## src/adccc_consts.svh

```systemverilog
// Purpose: constants of the converter control block
// Assumes: register indices map to byte addresses as index times four
// Notes:   one aligned 32-bit word per register, byte data in bits 7:0
`ifndef ADCCC_CONSTS_SVH
`define ADCCC_CONSTS_SVH

// ==========================================================
// register indices
`define ADCCC_IDX_RESULT_HI   10'h050
`define ADCCC_IDX_RESULT_LO   10'h051
`define ADCCC_IDX_CONFIG      10'h052
`define ADCCC_IDX_IRQ_STATUS  10'h054
`define ADCCC_IDX_IRQ_MASK    10'h055

// ==========================================================
// configuration register fields
`define ADCCC_CFG_REF_BIT     7
`define ADCCC_CFG_JUST_HI     6
`define ADCCC_CFG_JUST_LO     5
`define ADCCC_CFG_GO_BIT      3
`define ADCCC_CFG_CHAN_HI     2
`define ADCCC_CFG_CHAN_LO     0
`define ADCCC_CFG_WRITE_MASK  8'hE7
`define ADCCC_CFG_RESET       8'h00

// ==========================================================
// interrupt bits and result shape
`define ADCCC_IRQ_DONE_BIT    0
`define ADCCC_IRQ_RESET       8'h00
`define ADCCC_RESULT_RESET    8'h00
`define ADCCC_RESULT_W        10
`define ADCCC_PAD_W           6

`endif

```

## src/adccc_pkg.sv

```systemverilog
// Purpose: shared types of the converter control block
// Assumes: constants live in adccc_consts.svh
// Notes:   no imports; users write adccc_pkg::name
package adccc_pkg;

  // ==========================================================
  // result justification codes
  typedef enum logic [1:0] {
    ADCCC_JUST_RIGHT    = 2'b00,
    ADCCC_JUST_SIGNED   = 2'b01,
    ADCCC_JUST_LEFT     = 2'b10,
    ADCCC_JUST_RESERVED = 2'b11
  } adccc_just_t;

  // ==========================================================
  // conversion sequencer states
  typedef enum logic {
    ADCCC_IDLE = 1'b0,
    ADCCC_BUSY = 1'b1
  } adccc_state_t;

endpackage

```

## src/adccc_justify.sv

```systemverilog
// Purpose: arrange a raw conversion value into a 16-bit result word
// Assumes: raw value is unsigned, width ADCCC_RESULT_W
// Notes:   purely combinational; the caller registers the output
`timescale 1ns/10ps
`include "adccc_consts.svh"

module adccc_justify (
  input  wire adccc_pkg::adccc_just_t   mode,
  input  wire logic [`ADCCC_RESULT_W-1:0] raw,
  output logic      [15:0]              word
);

  // ==========================================================
  // formatting
  always_comb begin
    unique case (mode)
      adccc_pkg::ADCCC_JUST_SIGNED: begin
        word = {{`ADCCC_PAD_W{~raw[`ADCCC_RESULT_W-1]}}, ~raw[`ADCCC_RESULT_W-1], raw[`ADCCC_RESULT_W-2:0]};
      end
      adccc_pkg::ADCCC_JUST_LEFT: begin
        word = {raw, {`ADCCC_PAD_W{1'b0}}};
      end
      // reserved code falls back to right aligned
      default: begin
        word = {{`ADCCC_PAD_W{1'b0}}, raw};
      end
    endcase
  end

endmodule

```

## src/adccc_top.sv

```systemverilog
// Purpose: converter control with AHB-Lite register slave
// Assumes: converter core runs on ref_clk and pulses conv_done once
// Notes:   zero wait state slave, always OKAY
//
// Behaviour
// - config bit 7 picks analog supply (0) or external reference pin (1).
// - justify field: 00 right, 01 signed, 10 left, 11 reserved.
// - writing 1 to start/done bit launches conversion on selected channel.
// - start/done bit reads 1 while a conversion runs.
// - start/done bit reads 0 once the last conversion finished.
// - channel field bits 2:0 route pin 0 to 7 to converter.
// - result readable as high byte and low byte registers.
`timescale 1ns/10ps
`include "adccc_consts.svh"

module adccc_top (
  input  wire  logic                      ref_clk,
  input  wire  logic                      resetn,
  input  wire  logic                      hsel,
  input  wire  logic [31:0]               haddr,
  input  wire  logic [1:0]                htrans,
  input  wire  logic                      hwrite,
  input  wire  logic [2:0]                hsize,
  input  wire  logic [31:0]               hwdata,
  input  wire  logic                      hready,
  output logic       [31:0]               hrdata,
  output logic                            hreadyout,
  output logic                            hresp,
  output logic                            irq,
  output logic                            conv_start,
  output logic       [2:0]                conv_channel,
  output logic                            conv_ref_external,
  output logic       [7:0]                pin_select,
  input  wire  logic                      conv_done,
  input  wire  logic [`ADCCC_RESULT_W-1:0] conv_result
);

  // ==========================================================
  // declarations
  logic                      dp_write_r;
  logic [9:0]                dp_index_r;
  logic [7:0]                cfg_r;
  logic [7:0]                result_hi_r;
  logic [7:0]                result_lo_r;
  logic [7:0]                irq_status_r;
  logic [7:0]                irq_mask_r;
  logic                      conv_start_r;
  adccc_pkg::adccc_state_t   state_r;
  logic                      addr_phase;
  logic                      wr_cfg;
  logic                      wr_status;
  logic                      wr_mask;
  logic                      start_req;
  logic                      finish;
  logic [15:0]               formatted;
  logic [7:0]                rd_byte;
  logic [7:0]                cfg_nxt;
  logic                      busy_nxt;
  logic [7:0]                result_hi_nxt;
  logic [7:0]                result_lo_nxt;
  logic [7:0]                irq_status_nxt;
  logic [7:0]                irq_mask_nxt;

  // word index of a byte address; unaligned or high bits miss every register
  function automatic logic [9:0] word_index(input logic [31:0] addr);
    if (addr[1:0] != 2'b00 || addr[31:12] != 20'h00000) begin
      word_index = 10'h3FF;
    end else begin
      word_index = addr[11:2];
    end
  endfunction

  // ==========================================================
  // bus slave
  assign hreadyout  = 1'b1;
  assign hresp      = 1'b0;
  assign addr_phase = hsel && hready && htrans[1];

  always_ff @(posedge ref_clk or negedge resetn) begin
    if (!resetn) begin
      dp_write_r <= 1'b0;
      dp_index_r <= 10'h000;
    end else begin
      dp_write_r <= addr_phase && hwrite;
      dp_index_r <= addr_phase ? word_index(haddr) : 10'h000;
    end
  end

  assign wr_cfg    = dp_write_r && (dp_index_r == `ADCCC_IDX_CONFIG);
  assign wr_status = dp_write_r && (dp_index_r == `ADCCC_IDX_IRQ_STATUS);
  assign wr_mask   = dp_write_r && (dp_index_r == `ADCCC_IDX_IRQ_MASK);

  // next values: a read addressed in the data phase of a write must see that write,
  // otherwise software polling go right after a start would read a false done
  assign cfg_nxt        = wr_cfg ? (hwdata[7:0] & `ADCCC_CFG_WRITE_MASK) : cfg_r;
  // busy from the edge that launches the conversion
  assign busy_nxt       = (state_r == adccc_pkg::ADCCC_BUSY) ? !conv_done : start_req;
  assign result_hi_nxt  = finish ? formatted[15:8] : result_hi_r;
  assign result_lo_nxt  = finish ? formatted[7:0] : result_lo_r;
  assign irq_status_nxt = (irq_status_r & ~(wr_status ? hwdata[7:0] : 8'h00) & 8'h01) | {7'h00, finish};
  assign irq_mask_nxt   = wr_mask ? (hwdata[7:0] & 8'h01) : irq_mask_r;

  // read value picked in the address phase, held in a flop for the data phase
  always_comb begin
    unique case (word_index(haddr))
      `ADCCC_IDX_RESULT_HI:  rd_byte = result_hi_nxt;
      `ADCCC_IDX_RESULT_LO:  rd_byte = result_lo_nxt;
      // go bit shows the running conversion
      `ADCCC_IDX_CONFIG:     rd_byte = {cfg_nxt[7:5], 1'b0, busy_nxt, cfg_nxt[2:0]};
      `ADCCC_IDX_IRQ_STATUS: rd_byte = irq_status_nxt;
      `ADCCC_IDX_IRQ_MASK:   rd_byte = irq_mask_nxt;
      default:               rd_byte = 8'h00;
    endcase
  end

  always_ff @(posedge ref_clk or negedge resetn) begin
    if (!resetn) begin
      hrdata <= 32'h00000000;
    end else if (addr_phase && !hwrite) begin
      hrdata <= {24'h000000, rd_byte};
    end
  end

  // ==========================================================
  // configuration register
  // go bit and reserved bit are not stored; go reads back the sequencer
  always_ff @(posedge ref_clk or negedge resetn) begin
    if (!resetn) begin
      cfg_r <= `ADCCC_CFG_RESET;
    end else if (wr_cfg) begin
      cfg_r <= hwdata[7:0] & `ADCCC_CFG_WRITE_MASK;
    end
  end

  assign conv_ref_external = cfg_r[`ADCCC_CFG_REF_BIT];
  assign conv_channel      = cfg_r[`ADCCC_CFG_CHAN_HI:`ADCCC_CFG_CHAN_LO];
  assign pin_select        = 8'h01 << conv_channel;

  // ==========================================================
  // conversion sequencer
  // a start while busy is ignored: the running conversion is not restarted
  assign start_req = wr_cfg && hwdata[`ADCCC_CFG_GO_BIT];
  assign finish    = (state_r == adccc_pkg::ADCCC_BUSY) && conv_done;

  always_ff @(posedge ref_clk or negedge resetn) begin
    if (!resetn) begin
      state_r <= adccc_pkg::ADCCC_IDLE;
    end else begin
      unique case (state_r)
        adccc_pkg::ADCCC_IDLE: begin
          if (start_req) begin
            state_r <= adccc_pkg::ADCCC_BUSY;
          end
        end
        adccc_pkg::ADCCC_BUSY: begin
          if (conv_done) begin
            state_r <= adccc_pkg::ADCCC_IDLE;
          end
        end
      endcase
    end
  end

  always_ff @(posedge ref_clk or negedge resetn) begin
    if (!resetn) begin
      conv_start_r <= 1'b0;
    end else begin
      conv_start_r <= start_req && (state_r == adccc_pkg::ADCCC_IDLE);
    end
  end

  assign conv_start = conv_start_r;

  // ==========================================================
  // result registers
  adccc_justify u_justify (
    .mode (adccc_pkg::adccc_just_t'(cfg_r[`ADCCC_CFG_JUST_HI:`ADCCC_CFG_JUST_LO])),
    .raw  (conv_result),
    .word (formatted)
  );

  always_ff @(posedge ref_clk or negedge resetn) begin
    if (!resetn) begin
      result_hi_r <= `ADCCC_RESULT_RESET;
      result_lo_r <= `ADCCC_RESULT_RESET;
    end else if (finish) begin
      result_hi_r <= formatted[15:8];
      result_lo_r <= formatted[7:0];
    end
  end

  // ==========================================================
  // interrupts
  // set beats a simultaneous write-one clear so no completion is lost
  always_ff @(posedge ref_clk or negedge resetn) begin
    if (!resetn) begin
      irq_status_r <= `ADCCC_IRQ_RESET;
    end else begin
      irq_status_r <= irq_status_nxt;
    end
  end

  always_ff @(posedge ref_clk or negedge resetn) begin
    if (!resetn) begin
      irq_mask_r <= `ADCCC_IRQ_RESET;
    end else if (wr_mask) begin
      irq_mask_r <= hwdata[7:0] & 8'h01;
    end
  end

  always_ff @(posedge ref_clk or negedge resetn) begin
    if (!resetn) begin
      irq <= 1'b0;
    end else begin
      irq <= |(irq_status_r & irq_mask_r);
    end
  end

endmodule

```

## config.mk

```make
export PLATFORM = sky130hd
export DESIGN_NAME = adccc_top
export DESIGN_NICKNAME = d
export VERILOG_FILES = /design/src/adccc_pkg.sv /design/src/adccc_justify.sv /design/src/adccc_top.sv
export VERILOG_INCLUDE_DIRS = /design/src /design/src/src
export SDC_FILE = /design/constraint.sdc
export NUM_CORES = 1
export LEC_CHECK = 0
export BUFFER_PORTS_ARGS = -buffer_cell sky130_fd_sc_hd__buf_2
export CORE_UTILIZATION = 47
export DETAILED_ROUTE_END_ITERATION = 16
export HOLD_SLACK_MARGIN = 0.12
export PLACE_DENSITY = 0.8
export SYNTH_ARGS = -nofsm -noshare
export SYNTH_HDL_FRONTEND = slang
export SYNTH_HIERARCHICAL = 1
export SYNTH_SLANG_ARGS = --single-unit
```

## constraint.sdc

```tcl
create_clock -name ref_clk -period 3 [get_ports ref_clk]
set_input_delay 0.15 -clock ref_clk [delete_from_list [all_inputs] [get_ports ref_clk]]
set_output_delay 0.15 -clock ref_clk [all_outputs]
set_load 0.05 [all_outputs]
```

== Word-level counts from Yosys, hierarchy flattened ==
Index checks and enable logic that the tools add are counted.

* Register bits after elaboration: 53
* Latch bits: 0
* Bits in writable memories: 0
* Bits in read-only memories: 0
* Input bits: 85
* Memories kept: 0

* Add/subtract/negate cells: 0
* Multiply operators: 0
* Div/mod/pow operators: 0
* Order comparisons: 0
* Equality and inequality tests: 10
* Shift operators: 1
* Muxes and demuxes: 13
* Bitwise gates (word level): 6
* Reductions and logical operators: 16

{| class="wikitable"
|+ Operators with widths
! cell !! number
|-
| 10-bit by 7-bit equality test with 1-bit output (second input constant) || 8
|-
| 8-bit case mux with 5 select lines || 1
|-
| 8-bit two-way mux || 4
|-
| 16-bit case mux with 2 select lines || 1
|-
| 10-bit two-way mux || 2
|-
| 20-bit nonzero test || 1
|-
| 1-bit logical AND || 10
|-
| 1-bit by 8-bit bitwise AND with 8-bit output || 1
|-
| 8-bit OR reduction || 1
|-
| 1-bit by 3-bit << shifter with 8-bit output (first input constant) || 1
|-
| 1-bit two-way mux || 4
|-
| 1-bit inverter || 3
|-
| 2-bit by 1-bit equality test with 1-bit output (second input constant) || 1
|-
| 2-bit equality test (second input constant) || 1
|-
| 1-bit logical NOT || 2
|-
| 1-bit case mux with 2 select lines || 1
|-
| 2-bit nonzero test || 1
|-
| 1-bit bitwise AND || 1
|-
| 1-bit logical OR || 1
|-
| 1-bit bitwise OR || 1
|}

== Longest topological paths before layout ==
* Depth in word-level cells: 7
* Gate-level depth with buffers: 11
* Gate-level depth less buffers: 9

== Modules after synthesis ==
Netlist, hierarchy kept.

{| class="wikitable"
|+ Modules (own cells, without submodules)
! module !! instances !! cells an instance !! area each (um^2)
|-
| adccc_top || 1 || 240 || 2690.1
|-
| adccc_justify || 1 || 37 || 232.7
|}

== Least setup slack after synthesis ==
Ideal clock, no wire load.

* Path kind: reg2reg
* Start point: register cfg_r[5]
* End point: register hrdata[0]
* Library setup time: 0.132 ns
* Arrival: 2.005 ns
* Required time: 2.868 ns
* Path slack: 0.863 ns
* Stages on the path, launching flop included: 12
* Clock period less this slack: 2.137 ns
* Path through: dfrtp_1 inv_1 ha_1 buf_6 or2_1 buf_6 a22o_1 mux2_2 nand2b_1 o21ai_1 a211oi_1 o22ai_1

* Word-level cells in the longest chain between the ends: 4
* Elaborated cells on any way between the ends: 6
* Those cells by class: eq/ne: 2; mux: 4

{| class="wikitable"
|+ Ends and longest elaborated chain
! item !! RTL line !! source
|-
| from (decl) || adccc_top.sv:42 || <nowiki>logic [7:0] cfg_r;</nowiki>
|-
| from (signal assigned) || adccc_top.sv:129 || <nowiki>cfg_r <= `ADCCC_CFG_RESET;</nowiki>
|-
| from (signal assigned) || adccc_top.sv:131 || <nowiki>cfg_r <= hwdata[7:0] & `ADCCC_CFG_WRITE_MASK;</nowiki>
|-
| 2-bit equality test or 2-bit by 1-bit equality test with 1-bit output (tied branches) || adccc_justify.sv:16 || <nowiki>unique case (mode)</nowiki>
|-
| 16-bit case mux with 2 select lines (*) || adccc_justify.sv:16 ||
|-
| net formatted[8] || adccc_top.sv:55 || <nowiki>logic [15:0] formatted;</nowiki>
|-
| 8-bit two-way mux (*) || n/a ||
|-
| net result_hi_nxt[0] || adccc_top.sv:59 || <nowiki>logic [7:0] result_hi_nxt;</nowiki>
|-
| 8-bit case mux with 5 select lines (*) || adccc_top.sv:105 || <nowiki>unique case (word_index(haddr))</nowiki>
|-
| to (signal assigned) || adccc_top.sv:120 || <nowiki>hrdata <= {24'h000000, rd_byte};</nowiki>
|-
| to (decl) || adccc_top.sv:26 || <nowiki>output logic [31:0] hrdata,</nowiki>
|}

The timed path passes the listed nets; every way through them passes the cells marked *.
A chain may end at the register's enable or synchronous reset.

== Worst setup path after layout ==
* Start point: register cfg_r[5]
* End point: register hrdata[4]

* Word-level cells in the longest chain between the ends: 4
* Elaborated cells on any way between the ends: 6
* Those cells by class: eq/ne: 2; mux: 4

{| class="wikitable"
|+ Ends and longest elaborated chain
! item !! RTL line !! source
|-
| 2-bit equality test or 2-bit by 1-bit equality test with 1-bit output (tied branches) || adccc_justify.sv:16 ||
|-
| 16-bit case mux with 2 select lines (*) || adccc_justify.sv:16 ||
|-
| net formatted[4] || adccc_top.sv:55 ||
|-
| 8-bit two-way mux (*) || n/a ||
|-
| net result_lo_nxt[4] || adccc_top.sv:60 || <nowiki>logic [7:0] result_lo_nxt;</nowiki>
|-
| 8-bit case mux with 5 select lines (*) || adccc_top.sv:105 ||
|}

Marked as above.

==> flow_metrics.tcl <==
set metrics [dict create \
    drt_first_pass_iters 4 \
    antenna_found_initial 0 \
    cp-start-kind "register" \
    critPathLaunch "cfg_r[5]" \
    max-cap-violations 0 \
    hold_viol_final 0 \
    nets 446 \
    grt_pass1_vias 2135 \
    dp_hpwl_um 4540 \
    synth_flop_cell "dfrtp_1" \
    start_util_pct 49.1 \
    htreeDepth 2 \
    finalSetupTns_ns 0 \
    coreArea_sq_um 5960 \
    clk_pin_slew_ns 0.09 \
    cts_resized 0 \
    arrival_ns 2.49 \
    rr_startpoint "cfg_r[5]" \
    min_path_type "input pin to register" \
    setup_viol 0 \
    cts.sinks 53 \
    finalCritPeriodShare_pct 76.7 \
    vias_per_cell 5.09 \
    fin_cells 433 \
    crit_fanout 9 \
    total_leakage_power_nw 1.76 \
    synth_edf_count 0 \
    vias 2202 \
    fin_ws_ns 0.698 \
    rrSetupSlack_ns 0.70 \
    period_minus_slack_ns 2.30 \
    drive_above_1_share_pct 30.7 \
    first_iter_violations 97 \
    synth-seq-area-share_pct 45.4 \
    cts_tree "built" \
    root_buffer "clkbuf_8" \
    synth_area_per_cell_sq_um 10.6 \
    yosysWarnings 6 \
    p_per_area_nw_per_um2 394 \
    cts_buffer_depth 2 \
    yosysUniqueCellTypes 51 \
    grt.overflow.total 0 \
    synthArstFlopShare_pct 100 \
    row_count 28 \
    nFillCells 529 \
    skew_ns 0.0127 \
    worstSetupEndpointType "register" \
    status "completed" \
    min_path_cells 3 \
    final_common_cell "buf_2" \
    grt_max_degree 30 \
    hold_path_startpoint "hwdata[7]" \
    r2r_end "hrdata[4]" \
    postCtsSetupBuffers 0 \
    hold_buffers 14 \
    cts_inserted_buffers 5 \
    cp.required_ns 3.19 \
    grt_usage_pct 19.6 \
    relSlewSlack_pct 62.9 \
    synth_seq_cells 53 \
    post-place-cells 412 \
    rsz0062_at_grt "false" \
    fmax_mhz 434 \
    io_pins 133 \
    wl_per_cell_um 14.0 \
    drc 0 \
    port-buffer-count 77 \
    synth_cells 277 \
    clk_latency_ns 0.30 \
    hold_end "cfg_r[7]" \
    die_w_um 80.9 \
    dpl_worst_slack_ns 0.719 \
    drv_slew 0 \
    max-vdd-ir-drop_mv 0.279 \
    power_w 0.00135 \
    n_antenna_cell 0 \
    tightest_slew_ns 0.556 \
    final_cell_mix "buf_2, dfrtp_1, conb_1" \
    antenna_left 0 \
    hold-worst-slack_ns 0.120 \
    ff2ff_path_depth 8 \
    dieArea_sq_um 6540 \
    area_growth_pct 17.3 \
    syn_area_sq_um 2920 \
    routed_wl_um 6080 \
    path_class "register to register" \
    die_y_um 80.9 \
    grt_pass1_wl_um 9580 \
    place_congestion 0.782 \
]
==> sequential cells by signal, summed over array words and instances, names as in the netlist <==
name	count
cfg_r	6
conv_start	1
dp_index_r	10
dp_write_r	1
hrdata	8
irq	1
irq_mask_r	8
irq_status_r	1
result_hi_r	8
result_lo_r	8
state_r	1
==> worst max path at each step <==
stage                      to  slack [ns]  depth (start not counted)
floorplan           hrdata[0]        0.86                         11
global placement    hrdata[0]        0.78                          9
detailed placement  hrdata[0]        0.72                          9
CTS                 hrdata[0]        0.70                          9
global route        hrdata[4]        0.57                          8
finish              hrdata[4]        0.70                          8
==> cell type report <==
class	count	area, sq um	share of cell area, %
repair buffers	92	533	15.5
clock buffers	6	72.6	2.12
multi-input cells	194	1350	39.4
flip-flops and latches	53	1330	38.7
inverters	12	45.0	1.31
clock inverters	1	8.76	0.255
well taps	75	93.8	2.74
==> cells in the mapped netlist (2+ instances only) <==
cell type	count	area, sq um
a21oi_1	7	35.0
a22o_1	3	26.3
a22oi_1	6	45.0
a31oi_1	2	12.5
and2_1	17	106
and2b_1	2	15.0
and3_1	3	18.8
and3b_1	2	17.5
buf_1	2	7.51
buf_2	2	10.0
buf_4	31	233
buf_6	2	22.5
clkbuf_1	5	18.8
conb_1	2	7.51
dfrtp_1	53	1330
ha_1	3	37.5
inv_1	11	41.3
mux2_2	16	180
mux2i_1	12	120
nand2_1	13	48.8
nand2b_1	10	62.6
nor2_1	8	30.0
nor2b_1	4	25.0
nor3_1	2	10.0
nor3b_1	4	30.0
nor4_1	3	18.8
nor4_2	2	25.0
nor4_4	2	42.5
o21a_1	10	75.1
o21ai_0	9	45.0
o21ai_1	7	35.0
o22ai_1	2	12.5
or3_1	2	12.5
==> worst max-delay path, stage by stage (launching register included) <==
cell,delay [ns]
dfrtp_1,0.40
inv_1,0.06
ha_1,0.39
or2_1,0.34
and2_1,0.22
mux2_1,0.31
o21ai_0,0.15
o22ai_1,0.10
a31o_1,0.22
==> stage by stage <==
step / instance area [sq um] / util [%]
6_report: 3430 / 57.6
5_1_grt: 3430 / 57.6
4_1_cts: 3430 / 57.6
3_5_place_dp: 3210 / 53.9
3_3_place_gp: 3210 / 53.9
2_1_floorplan: 3010 / -
==> kinds of logic (layout without fill, tap and decap cells) <==
| family | count (synthesis) | after routing | share of synthesized area, % |
|---|---|---|---|
| and+or+nand+nor | 86 | 86 | 19.9 |
| buffers and inverters | 54 | 111 | 11.5 |
| DFF | 53 | 53 | 45.4 |
| AOI/OAI and AO/OA | 50 | 50 | 11.0 |
| muxes | 29 | 29 | 10.7 |
| adders and majority gates | 3 | 3 | 1.28 |
| other | 2 | 26 | 0.257 |
==> per-layer routing <==
| metal | part of all wire [%] | global-route usage [%] | vias to the layer above | wire length [um] |
|---|---|---|---|---|
| met5 | 0 | 0 | - | 0 |
| met4 | 0.66 | 5.36 | 0 | 40 |
| met3 | 5.8 | 3.71 | 4 | 354 |
| met2 | 50 | 35.9 | 92 | 3040 |
| met1 | 43 | 23.3 | 1047 | 2640 |
| li1 | - | - | 1059 | - |
==> power breakdown <==
part / internal (W) / leakage (nW) / switching, W / total [W]
clock: 0.000162 / 0.0412 / 0.000219 / 0.000381
sequential: 0.000736 / 0.719 / 0.00000871 / 0.000745
combinational: 0.0000721 / 0.997 / 0.000152 / 0.000224
total: 0.000970 / 1.76 / 0.000380 / 0.00135
Power figures use the tool's default switching activity.
